`src/core/shifter_pkg.sv`:
```
package shifter_pkg;
    localparam int          STAGE_COUNT  = 8;
    localparam int          FIFO_DEPTH   = 16;
    localparam int          STREAM_WIDTH = 1;
    localparam logic [7:0]  STAGE_RESET  = 8'h00;
    localparam logic        PREV_CLK_RST = 1'h1;
    localparam logic        SYNC_RST_VAL = 1'h0;

    // Pin group driven by the controller
    typedef struct packed {
        logic load_n;
        logic serial_in;
        logic shift_clock_a;
        logic shift_clock_b;
    } shift_ctl_t;

    // One word of the serial stream
    typedef struct packed {
        logic [STREAM_WIDTH-1:0] bits;
    } stream_word_t;
endpackage : shifter_pkg

```
`src/core/parallel_to_serial_shifter.sv`:
```
`timescale 1ns/1ps
// Function
// - eight stages form one shift chain
// - last stage driven true and inverted
// - load low copies parallel inputs
// - load low overrides every clock edge
// - stages follow parallel inputs while loading
// - rising clock shifts toward last stage
// - first stage captures serial input
// - shift clock is OR of both
// - either clock held high blocks shifting
// - rising inhibit with clock low shifts
// - static clock levels change nothing
module parallel_to_serial_shifter
    import shifter_pkg::*;
#(
    parameter int STAGES = STAGE_COUNT,
    parameter int DEPTH  = FIFO_DEPTH
) (
    // Clock and reset
    input  wire logic              I_MCLK,
    input  wire logic              I_RST_N,
    // Controller pins
    input  wire logic              I_LOAD_N,
    input  wire logic              I_SERIAL_IN,
    input  wire logic              I_SHIFT_CLOCK_A,
    input  wire logic              I_SHIFT_CLOCK_B,
    input  wire logic [STAGES-1:0] I_PARALLEL_IN,
    // Stage outputs
    output logic [STAGES-1:0]      O_STAGE_BITS,
    output logic                   O_LAST_STAGE_OUT,
    output logic                   O_LAST_STAGE_OUT_N,
    // Shifted-out bit stream
    output logic                   O_STREAM_VALID,
    input  wire logic              I_STREAM_READY,
    output logic [STREAM_WIDTH-1:0] O_STREAM_DATA,
    output logic                   O_STREAM_SPACE
);
    logic              rst_meta_r, rst_sync_r;
    shift_ctl_t        ctl;
    logic [STAGES-1:0] stage_r, stage_nxt;
    logic              last_r, last_nxt;
    logic              last_n_r, last_n_nxt;
    logic              prev_clk_r, prev_clk_nxt;
    logic              space_r;
    logic              clk_or, shift_edge;
    stream_word_t      push_word, pop_word;
    logic              fifo_in_ready, fifo_out_valid;
    logic              valid_r, valid_nxt, pop_take;
    logic [STREAM_WIDTH-1:0] data_r, data_nxt;

    // Reset release synchroniser
    always_ff @(posedge I_MCLK or negedge I_RST_N) begin
        if (!I_RST_N) begin
            rst_meta_r <= SYNC_RST_VAL;
            rst_sync_r <= SYNC_RST_VAL;
        end else begin
            rst_meta_r <= 1'h1;
            rst_sync_r <= rst_meta_r;
        end
    end

    assign ctl = '{load_n:        I_LOAD_N,
                   serial_in:     I_SERIAL_IN,
                   shift_clock_a: I_SHIFT_CLOCK_A,
                   shift_clock_b: I_SHIFT_CLOCK_B};

    assign clk_or     = ctl.shift_clock_a | ctl.shift_clock_b;
    assign shift_edge = ctl.load_n && clk_or && !prev_clk_r;

    always_comb begin
        prev_clk_nxt = clk_or;
        if (!ctl.load_n) begin
            stage_nxt = I_PARALLEL_IN;
        end else if (shift_edge) begin
            stage_nxt = {stage_r[STAGES-2:0], ctl.serial_in};
        end else begin
            stage_nxt = stage_r;
        end
        last_nxt = stage_nxt[STAGES-1];
        last_n_nxt = !stage_nxt[STAGES-1];
    end

    // Reset value stands in for the undefined power-up content
    always_ff @(posedge I_MCLK or negedge rst_sync_r) begin
        if (!rst_sync_r) begin
            stage_r    <= STAGES'(STAGE_RESET);
            last_r     <= 1'h0;
            last_n_r   <= 1'h1;
            prev_clk_r <= PREV_CLK_RST;
            space_r    <= 1'h0;
        end else begin
            stage_r    <= stage_nxt;
            last_r     <= last_nxt;
            last_n_r   <= last_n_nxt;
            prev_clk_r <= prev_clk_nxt;
            space_r    <= fifo_in_ready;
        end
    end

    assign O_STAGE_BITS       = stage_r;
    assign O_LAST_STAGE_OUT   = last_r;
    assign O_LAST_STAGE_OUT_N = last_n_r;
    assign O_STREAM_SPACE     = space_r;

    // Bit leaving the last stage on each shift
    assign push_word.bits = STREAM_WIDTH'(stage_r[STAGES-1]);

    stream_fifo #(
        .WIDTH (STREAM_WIDTH),
        .DEPTH (DEPTH)
    ) u_fifo (
        .clk       (I_MCLK),
        .rst_n     (rst_sync_r),
        .in_valid  (shift_edge),
        .in_ready  (fifo_in_ready),
        .in_data   (push_word.bits),
        .out_valid (fifo_out_valid),
        .out_ready (pop_take),
        .out_data  (pop_word.bits)
    );

    // Registered output stage of the stream
    assign pop_take = fifo_out_valid && (!valid_r || I_STREAM_READY);

    always_comb begin
        valid_nxt = valid_r;
        data_nxt  = data_r;
        if (pop_take) begin
            valid_nxt = 1'h1;
            data_nxt  = pop_word.bits;
        end else if (I_STREAM_READY) begin
            valid_nxt = 1'h0;
        end
    end

    always_ff @(posedge I_MCLK or negedge rst_sync_r) begin
        if (!rst_sync_r) begin
            valid_r <= 1'h0;
            data_r  <= '0;
        end else begin
            valid_r <= valid_nxt;
            data_r  <= data_nxt;
        end
    end

    assign O_STREAM_VALID = valid_r;
    assign O_STREAM_DATA  = data_r;

    chk_load_follows: assert property (
        @(posedge I_MCLK) disable iff (!rst_sync_r)
        !I_LOAD_N |=> O_STAGE_BITS == $past(I_PARALLEL_IN))
        else $error("stages did not follow parallel inputs");

    chk_load_overrides: assert property (
        @(posedge I_MCLK) disable iff (!rst_sync_r)
        (!I_LOAD_N && (I_SHIFT_CLOCK_A || I_SHIFT_CLOCK_B)) |=>
            O_STAGE_BITS == $past(I_PARALLEL_IN))
        else $error("clock edge disturbed a load");

    chk_shift_step: assert property (
        @(posedge I_MCLK) disable iff (!rst_sync_r)
        shift_edge |=> O_STAGE_BITS ==
            {$past(O_STAGE_BITS[STAGES-2:0]), $past(I_SERIAL_IN)})
        else $error("shift did not move stages");

    chk_static_hold: assert property (
        @(posedge I_MCLK) disable iff (!rst_sync_r)
        (I_LOAD_N && !shift_edge) |=> $stable(O_STAGE_BITS))
        else $error("stages changed without an edge");

    chk_inhibit_hold: assert property (
        @(posedge I_MCLK) disable iff (!rst_sync_r)
        (I_SHIFT_CLOCK_A && I_LOAD_N) ##1 (I_SHIFT_CLOCK_A && I_LOAD_N)
            |=> $stable(O_STAGE_BITS))
        else $error("shift while clock held high");

    chk_inhibit_edge: assert property (
        @(posedge I_MCLK) disable iff (!rst_sync_r)
        (!I_SHIFT_CLOCK_A && !I_SHIFT_CLOCK_B) ##1
            (I_LOAD_N && I_SHIFT_CLOCK_B && !I_SHIFT_CLOCK_A)
            |=> O_STAGE_BITS[0] == $past(I_SERIAL_IN)
                && O_STAGE_BITS[STAGES-1:1] == $past(O_STAGE_BITS[STAGES-2:0]))
        else $error("rising inhibit did not shift");

    chk_outputs_pair: assert property (
        @(posedge I_MCLK) disable iff (!rst_sync_r)
        O_LAST_STAGE_OUT_N == !O_LAST_STAGE_OUT)
        else $error("complement output mismatch");

    chk_last_stage: assert property (
        @(posedge I_MCLK) disable iff (!rst_sync_r)
        O_LAST_STAGE_OUT == O_STAGE_BITS[STAGES-1])
        else $error("last stage output not stage eight");

    chk_clock_b_hold: assert property (
        @(posedge I_MCLK) disable iff (!rst_sync_r)
        (I_SHIFT_CLOCK_B && I_LOAD_N) ##1 (I_SHIFT_CLOCK_B && I_LOAD_N)
            |=> $stable(O_STAGE_BITS))
        else $error("shift while pin B held high");

    chk_clock_a_edge: assert property (
        @(posedge I_MCLK) disable iff (!rst_sync_r)
        (!I_SHIFT_CLOCK_A && !I_SHIFT_CLOCK_B) ##1 (I_LOAD_N && I_SHIFT_CLOCK_A)
            |=> O_STAGE_BITS == {$past(O_STAGE_BITS[STAGES-2:0]), $past(I_SERIAL_IN)})
        else $error("rising pin A did not shift");

    chk_last_shift: assert property (
        @(posedge I_MCLK) disable iff (!rst_sync_r)
        shift_edge |=> O_LAST_STAGE_OUT == $past(O_STAGE_BITS[STAGES-2])
            && O_LAST_STAGE_OUT_N == !$past(O_STAGE_BITS[STAGES-2]))
        else $error("last stage missed the shifted bit");

    chk_load_complement: assert property (
        @(posedge I_MCLK) disable iff (!rst_sync_r)
        !I_LOAD_N |=> O_LAST_STAGE_OUT_N == !$past(I_PARALLEL_IN[STAGES-1]))
        else $error("inverted output missed loaded bit");

    // Stream words hold until the sink takes them
    chk_stream_hold: assert property (
        @(posedge I_MCLK) disable iff (!rst_sync_r)
        (O_STREAM_VALID && !I_STREAM_READY) |=> O_STREAM_VALID && $stable(O_STREAM_DATA))
        else $error("stream word changed before taken");
endmodule : parallel_to_serial_shifter

```
`src/core/stream_fifo.sv`:
```
`timescale 1ns/1ps
module stream_fifo #(
    parameter int WIDTH = 1,
    parameter int DEPTH = 16
) (
    // Clock and reset
    input  wire logic             clk,
    input  wire logic             rst_n,
    // Fill side
    input  wire logic             in_valid,
    output logic                  in_ready,
    input  wire logic [WIDTH-1:0] in_data,
    // Drain side
    output logic                  out_valid,
    input  wire logic             out_ready,
    output logic [WIDTH-1:0]      out_data
);
    localparam int AW = (DEPTH > 1) ? $clog2(DEPTH) : 1;

    logic [WIDTH-1:0] mem_r [DEPTH];
    logic [AW-1:0]    wr_r, wr_nxt, rd_r, rd_nxt;
    logic [AW:0]      cnt_r, cnt_nxt;
    logic             push, pop;

    function automatic logic [AW-1:0] bump(input logic [AW-1:0] p);
        bump = (p == AW'(DEPTH - 1)) ? '0 : p + AW'(1);
    endfunction : bump

    assign in_ready  = (cnt_r != (AW + 1)'(DEPTH));
    assign out_valid = (cnt_r != '0);
    assign out_data  = mem_r[rd_r];
    assign push      = in_valid && in_ready;
    assign pop       = out_valid && out_ready;

    always_comb begin
        wr_nxt  = push ? bump(wr_r) : wr_r;
        rd_nxt  = pop ? bump(rd_r) : rd_r;
        cnt_nxt = cnt_r + (AW + 1)'(push) - (AW + 1)'(pop);
    end

    always_ff @(posedge clk or negedge rst_n) begin
        if (!rst_n) begin
            wr_r  <= '0;
            rd_r  <= '0;
            cnt_r <= '0;
        end else begin
            wr_r  <= wr_nxt;
            rd_r  <= rd_nxt;
            cnt_r <= cnt_nxt;
        end
    end

    // Storage needs no reset
    always_ff @(posedge clk) begin
        if (push) begin
            mem_r[wr_r] <= in_data;
        end
    end
endmodule : stream_fifo

```
`config.mk`:
```
export PLATFORM = sky130hd
export DESIGN_NAME = parallel_to_serial_shifter
export DESIGN_NICKNAME = d
export VERILOG_FILES = /design/src/core/shifter_pkg.sv /design/src/core/parallel_to_serial_shifter.sv /design/src/core/stream_fifo.sv
export SDC_FILE = /design/constraint.sdc
export NUM_CORES = 1
export LEC_CHECK = 0
export BUFFER_PORTS_ARGS = -buffer_cell sky130_fd_sc_hd__buf_2
export CORE_ASPECT_RATIO = 1.75
export CORE_MARGIN = 2
export CORE_UTILIZATION = 55
export DETAILED_ROUTE_END_ITERATION = 10
export MAX_ROUTING_LAYER = met4
export PLACE_DENSITY = 0.77
export SLEW_MARGIN = 20
export SYNTH_ARGS = -nofsm -noshare
export SYNTH_HDL_FRONTEND = slang
export SYNTH_SLANG_ARGS = --single-unit
```
`constraint.sdc`:
```
create_clock -name I_MCLK -period 1.4 [get_ports I_MCLK]
set_input_delay 0.07 -clock I_MCLK [delete_from_list [all_inputs] [get_ports I_MCLK]]
set_output_delay 0.07 -clock I_MCLK [all_outputs]
set_load 0.005 [all_outputs]
```
# Word level (Yosys, flattened, before mapping)
# Memory sizes are Yosys's and may differ from the RTL's. A register that Yosys moved wholly into a read port is not among the register bits.
# Cells that the tools add are included.
totals:
  wordCells: 41
  output_inout_bits: 13
  mem_count: 1
  inputBits: 15
  ramBits: 16
  regBits: 27
classes:
  n_mux: 8
  addsub: 4
  n_eq_ne: 4
  n_reduce_logical: 12
  n_bitwise: 1
mem_list:
  columns: ["memory", "words", "width", "read_ports", "rd_ports_with_merged_regs", "write_ports", "line", "source"]
  rows:
  - ["u_fifo.mem_r", 16, 1, 1, 1, 1, "stream_fifo.sv:20", "logic [WIDTH-1:0] mem_r [DEPTH];"]
ops:
  columns: ["op", "n"]
  rows:
  - ["8-bit two-way mux", 2]
  - ["4-bit by 1-bit adder with 4-bit output (second input constant)", 2]
  - ["4-bit == test (second input constant)", 2]
  - ["4-bit two-way mux", 2]
  - ["5-bit by 1-bit adder with 5-bit output", 1]
  - ["1-bit logical AND", 5]
  - ["5-bit inequality test (second input constant)", 1]
  - ["5-bit nonzero test", 1]
  - ["5-bit by 1-bit subtractor with 5-bit output", 1]
  - ["1-bit zero test", 4]
  - ["1-bit two-way mux", 4]
  - ["2-bit by 1-bit inequality test with 1-bit output (second input constant)", 1]
  - ["2-bit nonzero test", 1]
  - ["1-bit logical OR", 1]
  - ["1-bit bitwise OR", 1]

# Logic depth before layout (Yosys ltp)
# Gate-level depths: netlist of the first run.
depth:
  word_depth: 6
  mapped_depth: 14
  ltp_nobuf: 13

# Modules after synthesis
# A second synthesis of the first run with hierarchy kept.
unflattened:
  cells_unflattened: 167
  area_unflattened_um2: 2162.1
modules_own_cells:
  columns: ["mod", "instances", "seq_area_each_um2", "area_per_inst_um2", "cells_each"]
  rows:
  - ["stream_fifo", 1, 805.8, 1532.7, 124]
  - ["parallel_to_serial_shifter", 1, 377.9, 629.4, 43]

# Least setup slack after synthesis of the first run
# OpenSTA, ideal clock, no wires.
synth_timing:
  path_type: "register -> register"
  start: "register u_fifo.cnt_r[3]"
  end: "register u_fifo.cnt_r[4]"
  path_slack_ns: -1.102
  arrival_ns: 2.379
  required_time_ns: 1.277
  setup_time_ns: 0.123
  n_path_buf: 1
  period_less_slack_ns: 2.502
  stages_incl_launch_ff: 15
  cell_sequence: "dfrtp_1 inv_1 ha_1 nor4b_1 a21o_1 buf_6 inv_1 ha_1 inv_1 ha_1 fa_1 a21oi_1 nor2_1 nor2_1 xnor2_1"
synth_between:
  elab_chain_len: 4
synth_lines:
  columns: ["element", "line", "source"]
  rows:
  - ["start: declaration", "stream_fifo.sv:22", "logic [AW:0] cnt_r, cnt_nxt;"]
  - ["start signal: assignment", "stream_fifo.sv:49", "cnt_r <= cnt_nxt;"]
  - ["5-bit nonzero test", "stream_fifo.sv:30", "assign out_valid = (cnt_r != '0);"]
  - ["1-bit logical AND", "parallel_to_serial_shifter.sv:124", "assign pop_take = fifo_out_valid && (!valid_r || I_STREAM_READY);"]
  - ["via pop_take", "parallel_to_serial_shifter.sv:49", "logic valid_r, valid_nxt, pop_take;"]
  - ["1-bit logical AND", "stream_fifo.sv:33", "assign pop = out_valid && out_ready;"]
  - ["5-bit by 1-bit subtractor with 5-bit output", "stream_fifo.sv:38", "cnt_nxt = cnt_r + (AW + 1)'(push) - (AW + 1)'(pop);"]
  - ["via u_fifo.cnt_nxt[4]", "stream_fifo.sv:22", null]
# The timed path passes the listed nets, and every way through them passes these cells.
# A chain may end at the register's enable or synchronous reset.

# Worst setup path after layout of the first run
# Ends and elaborated chain as after synthesis.

==> results.json, run 1 <==
{
  "outcome": "finished with violations",
  "violations": "setup timing",
  "clk_pin_slew_ns": 0.07,
  "intPower_uw": 3080,
  "avgSynthCellArea_um2": 12.4,
  "clkSinkCount": 44,
  "path_class": "flip-flop to flip-flop",
  "ctsHtreeMaxLevel": 2,
  "power.switching_uw": 1700,
  "io_pins": 28,
  "cts_tree": "yes",
  "p_leak_uw": 0.00123,
  "synth_edf_count": 16,
  "netlist_area_um2": 2120,
  "ys_async_sr_fraction_pct": 63.6,
  "syn2layout_area_growth_pct": 26.3,
  "wirelength_mm": 4.07,
  "p_seq_share_pct": 40.3,
  "cts.path.max_buffers": 2,
  "arrival_ns": 2.59,
  "yosys_warnings": 0,
  "initial_utilization_pct": 57.9,
  "worst_setup_path_start_kind": "flip-flop",
  "core_um2": 3660,
  "firstDrtPassIters": 4,
  "finClkSkew_ns": 0.00646,
  "row_count": 29,
  "dp.cells": 253,
  "fillCellCount": 272,
  "clk_latency_ns": 0.29,
  "drive_gt1_share_pct": 39.8,
  "place_hpwl_mm": 2.95,
  "synth_ff_type": "dfrtp_1",
  "synth_area_leaders": "dfrtp_1 (31%), edfxtp_1 (23%), ha_1 (6.5%), and3_1 (4.4%), a221o_1 (3.8%)",
  "yosysTopAreaCell": "dfrtp_1",
  "cts_root_buf": "clkbuf_8",
  "portBuffers": 27,
  "post_drt_wl_per_cell_um": 15.3,
  "cts-buffers-inserted": 5,
  "syn_inst": 171,
  "p_comb_share_pct": 44.1,
  "yosys.area.top_type_share_pct": 30.7,
  "pwr-share-clk_pct": 15.6,
  "grt_usage_pct": 21.7,
  "setup_violations": 30,
  "dp_slack_ns": -1.02,
  "grt_remaining_overflow": 0,
  "timing.final.hold_violations": 0,
  "cp_max_fo": 2,
  "synth_cell_types": 38,
  "die_area_um2": 4390,
  "final_antenna_net_count": 0,
  "vdd_drop_max_mv": 1.29,
  "regArea_um2": 1180,
  "final.min_clock_period_ns": 2.37,
  "ys_ff_latch": 44,
  "grt_pass1_wl_mm": 6.80,
  "fp.dieH_um": 86.1,
  "antenna_found_initial": 0,
  "viasPerCell": 5.40,
  "place.gp.congestion": 0.796,
  "multi_input_area_um2": 952,
  "antennaDiodeCount": 0,
  "drt_iter0_drc": 27,
  "fmax_mhz": 422,
  "hp-class": "input pin to flip-flop",
  "synth_nets": 198,
  "grt_pass1_vias": 1550,
  "powerDensity_nw_per_um2": 1780,
  "endpoint_kind": "flip-flop",
  "drv_slew": 0,
  "nNetsFinal": 247,
  "layout.cells.non_filler": 267,
  "grt_start_max_net_pins": 27,
  "swShare_pct": 35.5,
  "ys_seq_area_share_pct": 55.8,
  "layout_setup_ws_ns": -0.967,
  "rsz0062_at_grt": "yes",
  "drcViolationCount": 0,
  "crit_required_ns": 1.62,
  "fin_crit_sh_pct": 169,
  "max_cap_viol_count": 0,
  "chipWidth_um": 50.9,
  "vias": 1443
}
power groups by stage:
| stage | Combinational [µW] | Clock (µW) | Sequential, µW |
|---|---|---|---|
| floorplan | 1320 | 0 | 1840 |
| global placement | 1690 | 0 | 1900 |
| detailed placement | 1790 | 0 | 1930 |
| CTS | 1920 | 765 | 1910 |
| global route | 2300 | 822 | 1960 |
| finish | 2110 | 745 | 1920 |
layout by cell type, fill, tap and decap left out, types with 2 or more instances in the layout:
cell	instances
ha_4	4
nor2_1	5
xor2_1	2
dfrtp_1	25
clkbuf_8	5
mux4_2	2
a21oi_2	2
buf_4	21
a311oi_1	2
and3_1	15
nor3_2	2
a21o_1	4
a21o_2	2
buf_2	27
dlygate4sd3_1	3
nand2_2	2
dfstp_2	2
inv_2	3
a21oi_1	2
inv_1	7
xnor2_1	3
nand3b_1	2
edfxtp_1	16
nand2_1	5
ha_1	7
inv_4	2
a221o_1	8
nor2b_1	9
mux2i_1	5
o21ai_1	2
flip-flops by register name (all words and copies together) (netlist names):
name                count
O_LAST_STAGE_OUT_N      1
O_STAGE_BITS            8
O_STREAM_DATA           1
O_STREAM_SPACE          1
O_STREAM_VALID          1
prev_clk_r              1
rst_meta_r              1
rst_sync_r              1
u_fifo.cnt_r            5
u_fifo.mem_r           16
u_fifo.rd_r             4
u_fifo.wr_r             4
routing by layer:
| metal | share of wire (%) | track usage [%] | routed length, µm |
|---|---|---|---|
| met1 | 36 | 21.3 | 1480 |
| met2 | 58 | 39.9 | 2380 |
| met3 | 3.1 | 4.18 | 126 |
| met4 | 2.0 | 9.58 | 82 |
| met5 | 0 | - | 0 |
final timing paths:
| check | cells after the start | to | slack, ns | startpoint |
|---|---|---|---|---|
| hold reg to reg | 1 | O_STAGE_BITS[7]$_DFF_PN0_ | 0.25 | rst_sync_r$_DFF_PN0_ |
| hold / removal | 2 | O_STAGE_BITS[0]$_DFFE_PN0P_ | 0.02 | I_SERIAL_IN |
| setup reg to reg | 13 | u_fifo.cnt_r[4]$_DFF_PN0_ | -0.97 | u_fifo.cnt_r[3]$_DFF_PN0_ |
| max in group asynchronous | 1 | prev_clk_r$_DFF_PN1_ | 0.84 | rst_sync_r$_DFF_PN0_ |
| setup / recovery | 13 | u_fifo.cnt_r[4]$_DFF_PN0_ | -0.97 | u_fifo.cnt_r[3]$_DFF_PN0_ |
| min in group asynchronous | 2 | rst_sync_r$_DFF_PN0_ | 0.09 | I_RST_N |
cell type report:
type | count | share of cell area, %
Inverter | 12 | 1.87
Clock inverter | 2 | 0.421
Tap cell | 46 | 2.15
Timing Repair Buffer | 53 | 13.0
Multi-Input combinational cell | 104 | 35.6
Clock buffer | 6 | 2.71
Sequential cell | 44 | 44.3
cells in the mapped netlist (2+ instances only):
| cell | count |
|---|---|
| dfrtp_1 | 26 |
| edfxtp_1 | 16 |
| and3_1 | 15 |
| inv_1 | 12 |
| ha_1 | 11 |
| nor2b_1 | 10 |
| a221o_1 | 8 |
| nand2_1 | 8 |
| mux2i_1 | 5 |
| nor2_1 | 5 |
| a21o_1 | 4 |
| a21oi_1 | 4 |
| clkbuf_1 | 4 |
| o21ai_0 | 4 |
| xnor2_1 | 4 |
| buf_6 | 3 |
| nor3_1 | 3 |
| a21o_2 | 2 |
| a311oi_1 | 2 |
| buf_2 | 2 |
| buf_4 | 2 |
| dfstp_2 | 2 |
| mux4_2 | 2 |
| nand3b_1 | 2 |
| xor2_1 | 2 |
stage by stage:
step / TNS [ns] / util, % / instance area (µm²) / hold WS (ns) / total power (µW)
2_1_floorplan: -5.42 / - / 2210 / -0.226 / 3160
3_3_place_gp: -9.23 / 67.0 / 2450 / -0.146 / 3590
3_5_place_dp: -12.14 / 67.0 / 2450 / -0.143 / 3720
4_1_cts: -11.85 / 71.4 / 2620 / 0.0145 / 4600
5_1_grt: -12.88 / 73.1 / 2680 / 0.00396 / 5080
6_report: -10.94 / 73.1 / 2680 / 0.0189 / 4770
cell families (layout without fill, tap and decap cells):
logic type               after synthesis  count (layout)  synth area share, %
AO/OA/AOI/OAI                         28              28                 10.3
XOR/XNOR                               6               6                 2.48
adder cells (fa/ha/maj)               12              12                 7.43
buffers and inverters                 23              73                 5.60
flip-flops                            44              44                 55.8
multiplexers                           7               7                 4.48
other                                  1               1                0.177
AND/OR/NAND/NOR                       50              50                 13.7
worst max-delay path, stage by stage (launching register included):
cell and delay, ns:
dfrtp_1 0.41, inv_2 0.10, ha_4 0.14, nor4b_4 0.20, a21o_1 0.17, inv_4 0.05
ha_4 0.26, inv_2 0.04, ha_4 0.15, fa_2 0.35, a21oi_2 0.14, nor2_1 0.05
nor2_1 0.11, xnor2_1 0.12
what timing repair did:
item	in CTS	in global routing
endpoints found under the hold margin	4	0
pin swaps	10	7
setup endpoints to repair	37	30
hold buffers	3	0
resized for setup	12	13
setup buffers	3	3
Note: power is estimated with default switching activity, not from simulation.
==> inputs of run 2 (changes only) <==
- PLACE_DENSITY: 0.77 -> 0.81
- clock period: 1.4 -> 2.4 ns (I/O delays scaled with it)
==> results.json, run 2 (same netlist as run 1, synthesis figures left out) <==
{
  "grt_pass1_wl_mm": 6.02,
  "drv_slew": 0,
  "portBuffers": 27,
  "nNetsFinal": 232,
  "grt_start_max_net_pins": 27,
  "fmax_mhz": 427,
  "viasPerCell": 5.38,
  "grt_remaining_overflow": 0,
  "row_count": 29,
  "setup_violations": 0,
  "cp_top_family": "adder cells",
  "drt_iter0_drc": 37,
  "timing.final.hold_violations": 0,
  "antennaDiodeCount": 0,
  "cp_max_fo": 3,
  "largest_reg_flops": 16,
  "firstDrtPassIters": 4,
  "max_cap_viol_count": 0,
  "vias": 1357,
  "outcome": "completed",
  "clk_pin_slew_ns": 0.08,
  "grt_usage_pct": 18.9,
  "slew_headroom_pct": 66.7,
  "dp_slack_ns": -0.0637,
  "cts-buffers-inserted": 5,
  "place_hpwl_mm": 2.59,
  "layout_setup_ws_ns": 0.0578,
  "arrival_ns": 2.52,
  "worst_setup_path_start_kind": "flip-flop",
  "core_um2": 3660,
  "antenna_found_initial": 0,
  "wirelength_mm": 3.46,
  "place.gp.congestion": 0.789,
  "fin_crit_sh_pct": 97.6,
  "ctsHtreeMaxLevel": 2,
  "post_drt_wl_per_cell_um": 13.7,
  "chipWidth_um": 50.9,
  "final.min_clock_period_ns": 2.34,
  "slowest_stage": "dfrtp_1",
  "mostFrequentLayoutCells": "buf_2 (27), dfrtp_1 (26), edfxtp_1 (16), and3_1 (15)",
  "clk_latency_ns": 0.29,
  "die_area_um2": 4390,
  "vdd_drop_max_mv": 0.752,
  "max_stage_delay_ns": 0.41,
  "cts_tree": "yes",
  "drive_gt1_share_pct": 29.6,
  "final_antenna_net_count": 0,
  "p_leak_uw": 0.00114,
  "grt_pass1_vias": 1432,
  "endpoint_kind": "flip-flop",
  "syn2layout_area_growth_pct": 16.8,
  "powerDensity_nw_per_um2": 1030,
  "hp-class": "input pin to flip-flop",
  "worst_pin_slew_ns": 0.500,
  "cts.path.max_buffers": 2,
  "finClkSkew_ns": 0.00747,
  "initial_utilization_pct": 57.9,
  "largest_register": "u_fifo.mem_r",
  "tns_ns": 0,
  "rsz0062_at_grt": "yes",
  "clkSinkCount": 44,
  "drcViolationCount": 0,
  "cts_root_buf": "clkbuf_8",
  "path_class": "flip-flop to flip-flop",
  "path_cells": "inv_2 > ha_4 > nor4b_4 > a21o_1 > inv_2 > ha_4 > inv_2 > ha_4 > fa_2 > buf_4 > buf_4 > xor2_1",
  "io_pins": 28,
  "crit_required_ns": 2.58,
  "path_buf_inv": 5,
  "fp.dieH_um": 86.1,
  "final_common_cell": "buf_2"
}
## run 2: what timing repair did
action / in CTS / in global routing
pin swaps: 2 / 7
cloned: 0 / 0
hold buffers: 1 / 0
buffers inserted: 3 / 4
gates resized for setup: 6 / 4
endpoints found under the setup margin: 1 / 2
endpoints found under the hold margin: 2 / 0
## run 2: worst register-to-register path, cell delays in order, from the launching register on
cell and delay (ns):
dfrtp_1 0.41, inv_2 0.09, ha_4 0.13, nor4b_4 0.19, a21o_1 0.14, inv_2 0.06, ha_4 0.26, inv_2 0.04
ha_4 0.15, fa_2 0.35, buf_4 0.14, buf_4 0.12, xor2_1 0.13
## run 2: final timing paths
path	start	endpoint	slack (ns)	cells after the start
max reg2reg	u_fifo.cnt_r[3]$_DFF_PN0_	u_fifo.cnt_r[2]$_DFF_PN0_	0.06	12
max	u_fifo.cnt_r[3]$_DFF_PN0_	u_fifo.cnt_r[2]$_DFF_PN0_	0.06	12
max in group asynchronous	rst_sync_r$_DFF_PN0_	prev_clk_r$_DFF_PN1_	1.89	1
min reg2reg	rst_sync_r$_DFF_PN0_	u_fifo.wr_r[3]$_DFFE_PN0P_	0.22	1
min in group asynchronous	I_RST_N	rst_sync_r$_DFF_PN0_	0.14	2
min	I_STREAM_READY	O_STREAM_VALID$_DFFE_PN0P_	0.03	2
## run 2: per-stage QoR
step / power (µW) / cell area, µm² / hold slack (ns) / utilization (%) / cells
after floorplan: 1790 / 2140 / -0.176 / - / 171
after global placement: 1900 / 2280 / -0.0966 / 62.2 / 236
after detailed placement: 1950 / 2280 / -0.0936 / 62.2 / 236
after CTS: 2500 / 2420 / 0.0296 / 66.2 / 248
after global routing: 2760 / 2480 / 0.0405 / 67.6 / 252
final: 2560 / 2480 / 0.0315 / 67.6 / 252
## run 2: power breakdown
part | switching, µW | internal [µW] | leakage, µW | total [µW]
registers | 220 | 939 | 0.000468 | 1160
clock network | 225 | 234 | 0.0000445 | 459
logic | 428 | 512 | 0.000628 | 939
## run 2: final cells by class
type | count | area, µm²
Timing Repair Buffer | 38 | 220
Tap cell | 46 | 57.6
Multi-Input combinational cell | 104 | 877
Clock inverter | 1 | 7.51
Inverter | 12 | 45.0
Clock buffer | 7 | 86.3
Fill cell | 282 | 1190
Sequential cell | 44 | 1180
## run 2: metal layers
metal  vias to the layer above  track usage [%]  wire, µm
met5                         -                -         0
met4                         0             8.11        69
met3                         5             3.66       128
met2                        31             34.7      1960
met1                       648             18.7      1300
li1                        673                -         -
